**src/common/tx_serdes_pkg.sv**
```systemverilog
// constants shared by the transmit serializer, its buffer and its chip spreader
// assumes a single 20 MHz reference clock and a byte-wide register space
package tx_serdes_pkg;
  // clock and chip timing
  localparam int unsigned CLK_MHZ = 20;
  localparam int unsigned CHIP_NS = 1000;
  localparam int unsigned CHIP_CYC = (CHIP_NS * CLK_MHZ) / 1000;
  localparam logic [4:0] CHIP_DIV_LAST = 5'(CHIP_CYC - 1);
  localparam logic [5:0] CHIPS_64_LAST = 6'h3F;
  localparam logic [5:0] CHIPS_32_LAST = 6'h1F;
  // register addresses
  localparam logic [5:0] ADDR_TX_IRQ_EN = 6'h0D;
  localparam logic [5:0] ADDR_TX_EVENT_STATUS = 6'h0E;
  localparam logic [5:0] ADDR_TX_BYTE_HOLDING = 6'h0F;
  localparam logic [5:0] ADDR_TX_BIT_VALID_MASK = 6'h10;
  localparam logic [5:0] ADDR_CODE_LO = 6'h11;
  localparam logic [5:0] ADDR_CODE_HI = 6'h18;
  // status and enable bit positions
  localparam int BIT_UNDERFLOW = 3;
  localparam int BIT_OVERFLOW = 2;
  localparam int BIT_DONE = 1;
  localparam int BIT_EMPTY = 0;
  localparam logic [3:0] READ_CLEAR_MASK = 4'hE;
  // reset values
  localparam logic [3:0] RST_IRQ_EN = 4'h0;
  localparam logic [3:0] RST_STATUS = 4'h0;
  localparam logic [7:0] RST_HOLDING = 8'h00;
  localparam logic [7:0] RST_MASK = 8'h00;
  localparam logic [63:0] RST_CODE = 64'h1E8B_6A3D_E0E9_B222;
  // serial command byte fields and pin order
  localparam int CMD_WRITE_BIT = 7;
  localparam int CMD_INC_BIT = 6;
  localparam int PIN_SCLK = 2;
  localparam int PIN_CS = 1;
  localparam int PIN_MOSI = 0;
  localparam logic [2:0] PIN_IDLE = 3'h2;
  // bit value sent during preamble bit times
  localparam logic PREAMBLE_BIT = 1'b1;
  // buffer shape: word is {mask, data}
  localparam int WORD_W = 16;
  localparam int BUF_DEPTH = 2;
  typedef enum logic [1:0] {CODE_64 = 2'b00, CODE_32_LO = 2'b01,
    CODE_32_HI = 2'b10, CODE_32_BOTH = 2'b11} code_mode_type;
  typedef enum logic {SPI_CMD = 1'b0, SPI_DATA = 1'b1} spi_state_type;
endpackage

```
**src/common/tx_word_if.sv**
```systemverilog
// valid/ready word channel between serializer and its buffer
// assumes both ends on ref_clk
`timescale 1ns/1ps
`default_nettype none
interface tx_word_if import tx_serdes_pkg::*; ();
  logic valid;
  logic ready;
  logic [WORD_W-1:0] data;
  modport src(output valid, output data, input ready);
  modport snk(input valid, input data, output ready);
endinterface
`default_nettype wire

```
**src/core/word_buffer.sv**
```systemverilog
// small first-in first-out buffer of {mask, data} words
// assumes one clock; either side may stall
`timescale 1ns/1ps
`default_nettype none
module word_buffer import tx_serdes_pkg::*; #(
  parameter int W = WORD_W,
  parameter int D = BUF_DEPTH
) (
  input wire logic ref_clk,
  input wire logic rst_b,
  tx_word_if.snk fill,
  tx_word_if.src drain
);
  localparam int PW = (D > 1) ? $clog2(D) : 1;
  localparam logic [PW:0] FULL = (PW + 1)'(D);
  localparam logic [PW-1:0] LAST = PW'(D - 1);
  logic [W-1:0] mem [D]; // entries, flops
  logic [PW-1:0] wp; // write index
  logic [PW-1:0] rp; // read index
  logic [PW:0] cnt; // occupied entries
  logic push;
  logic pop;
  assign push = fill.valid & fill.ready;
  assign pop = drain.valid & drain.ready;
  // full and empty come straight from the count
  assign fill.ready = (cnt != FULL);
  assign drain.valid = (cnt != '0);
  assign drain.data = mem[rp];
  // storage, no reset needed on data
  always_ff @(posedge ref_clk) begin
    if (push) begin
      mem[wp] <= fill.data;
    end
  end
  // pointers and count
  always_ff @(posedge ref_clk or negedge rst_b) begin
    if (!rst_b) begin
      wp <= '0;
      rp <= '0;
      cnt <= '0;
    end else begin
      if (push) begin
        wp <= (wp == LAST) ? '0 : PW'(wp + 1'b1);
      end
      if (pop) begin
        rp <= (rp == LAST) ? '0 : PW'(rp + 1'b1);
      end
      if (push && !pop) begin
        cnt <= (PW + 1)'(cnt + 1'b1);
      end else if (pop && !push) begin
        cnt <= (PW + 1)'(cnt - 1'b1);
      end
    end
  end
endmodule
`default_nettype wire

```
**src/core/chip_spreader.sv**
```systemverilog
// spreads each bit over the code chips, low chip first
// assumes bit_value is steady for a whole bit time; idle while run is low
`timescale 1ns/1ps
`default_nettype none
module chip_spreader import tx_serdes_pkg::*; (
  input wire logic ref_clk,
  input wire logic rst_b,
  input wire logic run,
  input wire logic [63:0] code,
  input wire code_mode_type mode,
  input wire logic bit_value,
  output logic chip,
  output logic bit_end
);
  logic [4:0] div; // chip rate divider
  logic [5:0] idx; // chip within the bit
  logic half; // which 32-chip code when both are used
  logic chip_tick;
  logic chip_last;
  logic [5:0] sel;
  assign chip_tick = run & (div == CHIP_DIV_LAST);
  assign chip_last = (mode == CODE_64) ? (idx == CHIPS_64_LAST) : (idx == CHIPS_32_LAST);
  // pick the code bit for this chip
  always_comb begin
    unique case (mode)
      CODE_64: sel = idx;
      CODE_32_LO: sel = {1'b0, idx[4:0]};
      CODE_32_HI: sel = {1'b1, idx[4:0]};
      CODE_32_BOTH: sel = {half, idx[4:0]};
    endcase
  end
  // divider, chip counter and chip output; a zero bit sends the inverted code
  always_ff @(posedge ref_clk or negedge rst_b) begin
    if (!rst_b) begin
      div <= '0;
      idx <= '0;
      half <= 1'b0;
      chip <= 1'b0;
      bit_end <= 1'b0;
    end else if (!run) begin
      div <= '0;
      idx <= '0;
      half <= 1'b0;
      chip <= 1'b0;
      bit_end <= 1'b0;
    end else begin
      div <= chip_tick ? '0 : 5'(div + 1'b1);
      bit_end <= chip_tick & chip_last;
      if (chip_tick) begin
        chip <= code[sel] ^ ~bit_value;
        idx <= chip_last ? '0 : 6'(idx + 1'b1);
        half <= chip_last ? ~half : half;
      end
    end
  end
  property p_chip_ascending;
    @(posedge ref_clk) disable iff (!rst_b)
      (chip_tick && !chip_last) |=> (!run || (idx == 6'($past(idx) + 1'b1)));
  endproperty
  a_chip_ascending: assert property (p_chip_ascending) else $error("chip order broken");
endmodule
`default_nettype wire

```
**src/core/tx_serdes.sv**
```systemverilog
// transmit serializer with status flags, serial host port and code register
// assumes tx_enable comes from the mode register elsewhere in the device
`timescale 1ns/1ps
`default_nettype none
module tx_serdes import tx_serdes_pkg::*; (
  input wire logic ref_clk,
  input wire logic rst_b,
  input wire logic tx_enable,
  input wire code_mode_type code_mode,
  input wire logic spi_sclk,
  input wire logic spi_cs_b,
  input wire logic spi_mosi,
  output logic spi_miso,
  output logic spi_miso_oe,
  output logic tx_chip,
  output logic tx_preamble,
  output logic tx_irq
);
  // pin synchronisers, three stages each
  logic [2:0] pin_raw;
  logic [2:0] sync1;
  logic [2:0] sync2;
  logic [2:0] sync3;
  logic [2:0] pin_f; // accepted pin levels
  // serial port state
  spi_state_type spi_state;
  logic [2:0] bit_cnt; // bits of the current byte
  logic [6:0] rx_sr; // incoming bits
  logic [7:0] miso_sr; // outgoing bits, top bit on the pin
  logic [5:0] addr; // current register address
  logic wr_mode; // command was a write
  logic inc_mode; // address steps after each byte
  logic sclk_rise;
  logic sclk_fall;
  logic byte_done;
  logic [7:0] byte_val;
  logic [5:0] rd_addr;
  logic rd_load;
  logic wr_strobe;
  logic rd_clear;
  // registers
  logic [3:0] irq_en; // interrupt enables
  logic [3:0] status; // sticky event flags
  logic [7:0] holding; // byte written by the host
  logic [7:0] valid_mask; // per-bit valid mask
  logic [63:0] code; // spreading code
  logic hold_full; // holding byte not yet moved on
  // serializer
  logic [7:0] sh_data;
  logic [7:0] sh_mask;
  logic active; // shifter holds valid bits
  logic sent_any; // a bit went out since enable
  logic bit_end; // end of a bit time
  logic bit_value;
  logic byte_end;
  logic take;
  logic load;
  logic push;
  logic wr_hold;
  logic ev_underflow;
  logic ev_overflow;
  logic ev_done;
  logic ev_empty;
  logic [3:0] events;
  logic [3:0] clr;
  logic [3:0] next_status;
  tx_word_if to_buf ();
  tx_word_if from_buf ();

  assign pin_raw = {spi_sclk, spi_cs_b, spi_mosi};
  // a pin change counts only once stages two and three agree
  for (genvar i = 0; i < 3; i++) begin : g_sync
    always_ff @(posedge ref_clk or negedge rst_b) begin
      if (!rst_b) begin
        sync1[i] <= PIN_IDLE[i];
        sync2[i] <= PIN_IDLE[i];
        sync3[i] <= PIN_IDLE[i];
        pin_f[i] <= PIN_IDLE[i];
      end else begin
        sync1[i] <= pin_raw[i];
        sync2[i] <= sync1[i];
        sync3[i] <= sync2[i];
        if (sync2[i] == sync3[i]) begin
          pin_f[i] <= sync3[i];
        end
      end
    end
  end

  // clock edges seen while selected
  assign sclk_rise = ~pin_f[PIN_CS] & (sync2[PIN_SCLK] == sync3[PIN_SCLK])
    & sync3[PIN_SCLK] & ~pin_f[PIN_SCLK];
  assign sclk_fall = ~pin_f[PIN_CS] & (sync2[PIN_SCLK] == sync3[PIN_SCLK])
    & ~sync3[PIN_SCLK] & pin_f[PIN_SCLK];
  assign byte_done = sclk_rise & (bit_cnt == 3'h7);
  assign byte_val = {rx_sr, pin_f[PIN_MOSI]};
  // read address: from the command byte, or the next one in a burst
  assign rd_addr = (spi_state == SPI_CMD) ? byte_val[5:0] : 6'(addr + {5'h00, inc_mode});
  assign rd_load = byte_done & ((spi_state == SPI_CMD) ? ~byte_val[CMD_WRITE_BIT] : ~wr_mode);
  assign wr_strobe = byte_done & (spi_state == SPI_DATA) & wr_mode;
  assign rd_clear = rd_load & (rd_addr == ADDR_TX_EVENT_STATUS);
  assign wr_hold = wr_strobe & (addr == ADDR_TX_BYTE_HOLDING);

  // register read mux; unmapped addresses read zero
  function automatic logic [7:0] reg_read(input logic [5:0] a);
    logic [2:0] k;
    k = 3'(a - ADDR_CODE_LO);
    reg_read = 8'h00;
    if (a == ADDR_TX_IRQ_EN) begin
      reg_read = {4'h0, irq_en};
    end else if (a == ADDR_TX_EVENT_STATUS) begin
      reg_read = {4'h0, status};
    end else if (a == ADDR_TX_BYTE_HOLDING) begin
      reg_read = holding;
    end else if (a == ADDR_TX_BIT_VALID_MASK) begin
      reg_read = valid_mask;
    end else if (a >= ADDR_CODE_LO && a <= ADDR_CODE_HI) begin
      reg_read = code[{k, 3'h0} +: 8];
    end
  endfunction

  // serial byte framing and command decode; deselect aborts the frame
  always_ff @(posedge ref_clk or negedge rst_b) begin
    if (!rst_b) begin
      spi_state <= SPI_CMD;
      bit_cnt <= 3'h0;
      rx_sr <= 7'h00;
      addr <= 6'h00;
      wr_mode <= 1'b0;
      inc_mode <= 1'b0;
    end else if (pin_f[PIN_CS]) begin
      spi_state <= SPI_CMD;
      bit_cnt <= 3'h0;
    end else if (sclk_rise) begin
      rx_sr <= byte_val[6:0];
      bit_cnt <= 3'(bit_cnt + 1'b1);
      if (byte_done) begin
        unique case (spi_state)
          SPI_CMD: begin
            addr <= byte_val[5:0];
            wr_mode <= byte_val[CMD_WRITE_BIT];
            inc_mode <= byte_val[CMD_INC_BIT];
            spi_state <= SPI_DATA;
          end
          SPI_DATA: begin
            addr <= 6'(addr + {5'h00, inc_mode});
          end
        endcase
      end
    end
  end

  // read data out, loaded on the last rising edge of a byte, shifted on falling edges only inside a byte
  always_ff @(posedge ref_clk or negedge rst_b) begin
    if (!rst_b) begin
      miso_sr <= 8'h00;
      spi_miso_oe <= 1'b0;
    end else begin
      spi_miso_oe <= ~pin_f[PIN_CS];
      if (rd_load) begin
        miso_sr <= reg_read(rd_addr);
      end else if (sclk_fall && bit_cnt != 3'h0) begin
        miso_sr <= {miso_sr[6:0], 1'b0};
      end
    end
  end
  assign spi_miso = miso_sr[7];

  // host-writable registers; the status register takes no writes
  always_ff @(posedge ref_clk or negedge rst_b) begin
    if (!rst_b) begin
      irq_en <= RST_IRQ_EN;
      holding <= RST_HOLDING;
      valid_mask <= RST_MASK;
      code <= RST_CODE;
    end else if (wr_strobe) begin
      if (addr == ADDR_TX_IRQ_EN) begin
        irq_en <= byte_val[3:0];
      end else if (addr == ADDR_TX_BYTE_HOLDING) begin
        holding <= byte_val;
      end else if (addr == ADDR_TX_BIT_VALID_MASK) begin
        valid_mask <= byte_val;
      end else if (addr >= ADDR_CODE_LO && addr <= ADDR_CODE_HI) begin
        code[{3'(addr - ADDR_CODE_LO), 3'h0} +: 8] <= byte_val;
      end
    end
  end

  // holding stage feeds the buffer; a write in the move cycle wins
  assign to_buf.valid = hold_full;
  assign to_buf.data = {valid_mask, holding};
  assign push = hold_full & to_buf.ready;
  always_ff @(posedge ref_clk or negedge rst_b) begin
    if (!rst_b) begin
      hold_full <= 1'b0;
    end else if (wr_hold) begin
      hold_full <= 1'b1;
    end else if (push) begin
      hold_full <= 1'b0;
    end
  end

  word_buffer u_buf (
    .ref_clk(ref_clk),
    .rst_b(rst_b),
    .fill(to_buf),
    .drain(from_buf)
  );

  // shifter wants a word at a bit boundary when idle or on its last valid bit
  assign byte_end = active & (sh_mask[7:1] == 7'h00);
  assign take = bit_end & tx_enable & (~active | byte_end);
  assign from_buf.ready = take;
  assign load = take & from_buf.valid;
  assign bit_value = (active & sh_mask[0]) ? sh_data[0] : PREAMBLE_BIT;

  // shifter, low bit first; idle bit times send preamble
  always_ff @(posedge ref_clk or negedge rst_b) begin
    if (!rst_b) begin
      sh_data <= 8'h00;
      sh_mask <= 8'h00;
      active <= 1'b0;
    end else if (!tx_enable) begin
      sh_data <= 8'h00;
      sh_mask <= 8'h00;
      active <= 1'b0;
    end else if (load) begin
      sh_data <= from_buf.data[7:0];
      sh_mask <= from_buf.data[15:8];
      active <= |from_buf.data[15:8];
    end else if (bit_end && active) begin
      sh_data <= {1'b0, sh_data[7:1]};
      sh_mask <= {1'b0, sh_mask[7:1]};
      active <= |sh_mask[7:1];
    end
  end

  // remembers that a bit went out since transmit mode began
  always_ff @(posedge ref_clk or negedge rst_b) begin
    if (!rst_b) begin
      sent_any <= 1'b0;
    end else if (!tx_enable) begin
      sent_any <= 1'b0;
    end else if (bit_end && active) begin
      sent_any <= 1'b1;
    end
  end

  chip_spreader u_chip (
    .ref_clk(ref_clk),
    .rst_b(rst_b),
    .run(tx_enable),
    .code(code),
    .mode(code_mode),
    .bit_value(bit_value),
    .chip(tx_chip),
    .bit_end(bit_end)
  );

  // events, independent of the enables
  assign ev_underflow = take & ~active & ~from_buf.valid & sent_any;
  assign ev_overflow = wr_hold & hold_full & ~push;
  assign ev_done = take & active & ~from_buf.valid & ~hold_full;
  assign ev_empty = push & ~wr_hold;
  assign events = {ev_underflow, ev_overflow, ev_done, ev_empty};
  assign clr = (rd_clear ? READ_CLEAR_MASK : 4'h0) | {3'h0, wr_hold};
  assign next_status = (status & ~clr) | events;

  // sticky flags; all held at zero outside transmit mode
  always_ff @(posedge ref_clk or negedge rst_b) begin
    if (!rst_b) begin
      status <= RST_STATUS;
    end else if (!tx_enable) begin
      status <= RST_STATUS;
    end else begin
      status <= next_status;
    end
  end

  // line outputs and the gated interrupt
  always_ff @(posedge ref_clk or negedge rst_b) begin
    if (!rst_b) begin
      tx_preamble <= 1'b0;
      tx_irq <= 1'b0;
    end else begin
      tx_preamble <= tx_enable & ~(active & sh_mask[0]);
      tx_irq <= |(status & irq_en);
    end
  end

  property p_underflow;
    @(posedge ref_clk) disable iff (!rst_b)
      (take && !active && !from_buf.valid && sent_any) |=> status[BIT_UNDERFLOW];
  endproperty
  a_underflow: assert property (p_underflow) else $error("underflow not flagged");
  property p_no_early_underflow;
    @(posedge ref_clk) disable iff (!rst_b)
      (!sent_any && !status[BIT_UNDERFLOW]) |=> !status[BIT_UNDERFLOW];
  endproperty
  a_no_early_underflow: assert property (p_no_early_underflow) else $error("early underflow");
  property p_overflow;
    @(posedge ref_clk) disable iff (!rst_b)
      (tx_enable && wr_hold && hold_full && !push) |=> status[BIT_OVERFLOW];
  endproperty
  a_overflow: assert property (p_overflow) else $error("overflow not flagged");
  property p_done;
    @(posedge ref_clk) disable iff (!rst_b)
      (take && byte_end && !from_buf.valid && !hold_full) |=> status[BIT_DONE] && sent_any;
  endproperty
  a_done: assert property (p_done) else $error("done not flagged");
  property p_read_clear;
    @(posedge ref_clk) disable iff (!rst_b)
      (rd_clear && !ev_underflow && !ev_overflow && !ev_done) |=> (status[3:1] == 3'h0);
  endproperty
  a_read_clear: assert property (p_read_clear) else $error("read did not clear");
  property p_set_wins;
    @(posedge ref_clk) disable iff (!rst_b)
      (tx_enable && rd_clear && ev_overflow) |=> status[BIT_OVERFLOW];
  endproperty
  a_set_wins: assert property (p_set_wins) else $error("event lost to clear");
  property p_empty_set;
    @(posedge ref_clk) disable iff (!rst_b)
      (tx_enable && push && !wr_hold) |=> status[BIT_EMPTY] ##1 !hold_full || status[BIT_EMPTY];
  endproperty
  a_empty_set: assert property (p_empty_set) else $error("empty not set");
  property p_empty_clear;
    @(posedge ref_clk) disable iff (!rst_b)
      (wr_hold && !push) |=> !status[BIT_EMPTY] && hold_full;
  endproperty
  a_empty_clear: assert property (p_empty_clear) else $error("empty not cleared");
  property p_off_zero;
    @(posedge ref_clk) disable iff (!rst_b)
      !tx_enable |=> (status == 4'h0) && !tx_preamble;
  endproperty
  a_off_zero: assert property (p_off_zero) else $error("status not zero when off");
  property p_irq_gate;
    @(posedge ref_clk) disable iff (!rst_b)
      ((status & irq_en) == 4'h0) |=> !tx_irq;
  endproperty
  a_irq_gate: assert property (p_irq_gate) else $error("ungated interrupt");
  property p_lsb_first;
    @(posedge ref_clk) disable iff (!rst_b)
      (tx_enable && bit_end && active && !load) |=> (sh_data == {1'b0, $past(sh_data[7:1])});
  endproperty
  a_lsb_first: assert property (p_lsb_first) else $error("shift order wrong");
endmodule
`default_nettype wire

```
**config.mk**
```make
export PLATFORM = sky130hd
export DESIGN_NAME = tx_serdes
export DESIGN_NICKNAME = d
export VERILOG_FILES = /design/src/common/tx_serdes_pkg.sv /design/src/common/tx_word_if.sv /design/src/core/word_buffer.sv /design/src/core/chip_spreader.sv /design/src/core/tx_serdes.sv
export SDC_FILE = /design/constraint.sdc
export NUM_CORES = 1
export LEC_CHECK = 0
export ABC_CLOCK_PERIOD_IN_PS = 3900
export BUFFER_PORTS_ARGS = -buffer_cell sky130_fd_sc_hd__buf_2
export CORE_MARGIN = 4
export CORE_UTILIZATION = 50
export DETAILED_ROUTE_END_ITERATION = 12
export GPL_TIMING_DRIVEN = 0
export PLACE_DENSITY_LB_ADDON = 0.08
export SLEW_MARGIN = 10
export SYNTH_ARGS = -nofsm -noshare
export SYNTH_HDL_FRONTEND = slang
export SYNTH_SLANG_ARGS = --single-unit
export TNS_END_PERCENT = 5
```
**constraint.sdc**
```tcl
create_clock -name ref_clk -period 3.9 [get_ports ref_clk]
set_clock_uncertainty 0.05 [all_clocks]
set_input_delay 0.78 -clock ref_clk [delete_from_list [all_inputs] [get_ports ref_clk]]
set_output_delay 0.78 -clock ref_clk [all_outputs]
set_load 0.02 [all_outputs]
```
==> impl_metrics.toml <==
[route]
drt-total-wl_um = 23000
ant_nets = 0
dr.pass1.iters = 5
first_iter_violations = 469
drcViolationCount = 0
num_vias = 6871
viasPerCell = 5.83
post_drt_wl_per_cell_um = 19.5

[placement]
postPlaceCellArea_um2 = 10200
routabilityCongestion = 0.937
portBuffers = 12
dp_slack_ps = 80.9
dpl.hpwl_um = 16700
dp_cells = 1148

[cells_and_area]
area_growth_pct = 10.3
post-route-cell-area_um2 = 10800
num-fill-cells = 1673
num_antenna_cells = 0
fin_cells = 1179
layout.nets = 935
drive_gt1_share_pct = 20.2
final_util_pct = 56.8

[synth]
yosysWarnings = 0
syn_area_per_cell_um2 = 11.2
synth_nets = 904
synth_edf_count = 32
syn_area_um2 = 9800
synthFlopType = "dfrtp_1"
synth-seq-cells = 199
synthArstFlopShare_pct = 83.9
synth_cell_types = 61
seq_area_frac_synth_pct = 52.9
syn_inst = 875

[pwr]
power.density_nw_per_um2 = 419
p_comb_share_pct = 13.2
irDropWorstVdd_mv = 0.271
p_clk_share_pct = 38.8
p_leak_nw = 4.31
p_int_mw = 3.24
p_switching_mw = 1.28
switching_share_pct = 28.4
power_frac_seq_pct = 48.0

[hold_path]
hold_class = "in -> async"

[grt]
grt.met2_usage_pct = 34.7
track_usage_pct = 21.8
first_global_vias = 6864
grt.overflow.total = 0
use_met1_pct = 30.0
grtUsageMet3_pct = 5.00
antenna_found_initial = 0
grt_busiest_layer = "met2"
grt_pass1_wl_um = 37300
grt_max_degree = 104

[floorplanning]
fp.dieH_um = 148
die_w_um = 148
ioPinCount = 13
rows = 50
start_util_pct = 51.5
design.die.area_um2 = 21900
coreArea_um2 = 19000

[worst_setup_path]
path_max_fanout = 11
cp.arrival_ps = 3920
end_kind = "flop"
criticalPathCategory = "reg -> reg"
crit_top_cell = "ha_1"
max_stage_delay_ps = 520
startpoint_type = "flop"
required_ps = 4170
path_cells = "ha_1, ha_1, mux2i_1, ha_1, clkbuf_1, mux4_2, mux2_2, a22oi_1, a21oi_1, o21bai_1"
crit_slowest_cell = "dfrtp_1"

[cts]
clkSinkCount = 199
cts_buffers = 17
cts_tree = "built"
cts_setup_buffers = 0
root_buffer = "clkbuf_16"
postCtsHoldBufs = 0
clk_pin_slew_ps = 80
insertion_delay_ps = 440
clockBufferDepth = 2
htreeDepth = 4

[sta]
period_share_pct = 93.4
hold_ws_ps = 213
setup_viol = 0
slew_violations = 0
fmax_ghz = 0.274
period_minus_slack_ps = 3640
hold_viol = 0
setup_ws_ps = 256
rsz0062_at_grt = "no"
worst_pin_slew_ps = 1070
slew_headroom_pct = 28.3

[status]
status = "finished, final reports clean"

[flow_run]
maxCapViolCount = 0
-- kinds of logic after synthesis --
group	share of synthesized area (%)
muxes	15.5
and+or+nand+nor	12.8
xor gates and xnor gates	1.34
buffers and inverters	3.46
adders and majority gates	2.99
DFF	52.9
AOI/OAI and AO/OA	11.0
-- worst paths after layout --
path                       slack [ps]      from  depth (start not counted)          to
setup reg to reg                  260   addr[0]                         10  miso_sr[7]
hold reg to reg                   310  sync1[0]                          0    sync2[0]
min in group ref_clk              310  sync1[0]                          0    sync2[0]
max in group asynchronous        2710     rst_b                          2    code[13]
hold / removal                    210     rst_b                          1  sh_data[4]
setup / recovery                  260   addr[0]                         10  miso_sr[7]
-- synth_stat cells, types with 15 or more instances --
cell type,count,share of area (%)
dfrtp_1,132,34
dfstp_2,35,9.4
mux4_2,32,7.4
o21ai_0,106,5.4
a21oi_1,24,1.2
mux2_2,46,5.3
nand2_1,139,5.3
clkbuf_1,36,1.4
ha_1,21,2.7
buf_2,15,0.77
inv_1,24,0.92
mux2i_1,28,2.9
edfxtp_1,32,9.8
nand3_1,26,1.3
nor2_1,24,0.92
-- state kept, by name, summed over array words and instances, names as in the netlist, 3 cells and up --
register / flops
status: 4
bit_cnt: 3
sync2: 3
addr: 6
valid_mask: 8
sync1: 3
u_buf.mem: 32
holding: 8
sh_mask: 8
sh_data: 8
u_chip.div: 5
rx_sr: 7
irq_en: 4
miso_sr: 8
u_chip.idx: 6
sync3: 3
code: 64
-- cells in the final DEF, fill, tap and decap left out, types with 24 or more instances in the layout --
master    count
dfrtp_1     132
nand2_1     139
clkbuf_1     35
a21oi_1      24
mux4_2       32
mux2i_1      28
nand3_1      26
mux2_2       46
buf_2        26
inv_1        24
dfstp_2      35
nor2_1       24
edfxtp_1     32
o21ai_0     106
-- per-stage QoR --
step / setup TNS (ps) / power, mW
3_5_place_dp: 0 / 2.81
4_1_cts: 0 / 4.56
5_1_grt: 0 / 4.71
3_3_place_gp: -52760 / 2.80
2_1_floorplan: 0 / 2.58
6_report: 0 / 4.52
-- layer usage --
metal / vias to the layer above / part of all wire, %
li1: 3200 / -
met1: 3447 / 44
met2: 190 / 48
met3: 34 / 5.7
met4: 0 / 2.5
met5: - / 0
-- power by group through the flow --
stage	Clock, mW	Combinational [mW]	Sequential [mW]
6_report	1.75	0.599	2.17
5_1_grt	1.88	0.652	2.18
3_3_place_gp	0	0.585	2.21
3_5_place_dp	0	0.597	2.21
2_1_floorplan	0	0.372	2.20
4_1_cts	1.78	0.600	2.17
-- what timing repair did --
action / in CTS / in global routing
endpoints found under the hold margin: 0 / 0
endpoints found under the setup margin: 0 / 1
gates resized for setup: 0 / 0
-- worst max-delay path: cells and delay by family (launching register included) --
kind | cells | cell delay [ps]
muxes | 3 | 1050
AOI/OAI and AO/OA | 3 | 480
DFF | 1 | 520
adders and majority gates | 3 | 1040
buffers and inverters | 1 | 370
-- layout make-up --
type                            instances  area, um^2  share of cell area (%)
Timing Repair Buffer                   13        97.6                   0.903
Inverter                               25        93.8                   0.868
Clock inverter                         15         161                    1.49
Tap cell                              260         325                    3.01
Buffer                                 57         241                    2.23
Sequential cell                       199        5180                    48.0
Clock buffer                           17         425                    3.94
Multi-Input combinational cell        593        4280                    39.6
Power figures use the tool's default switching activity.
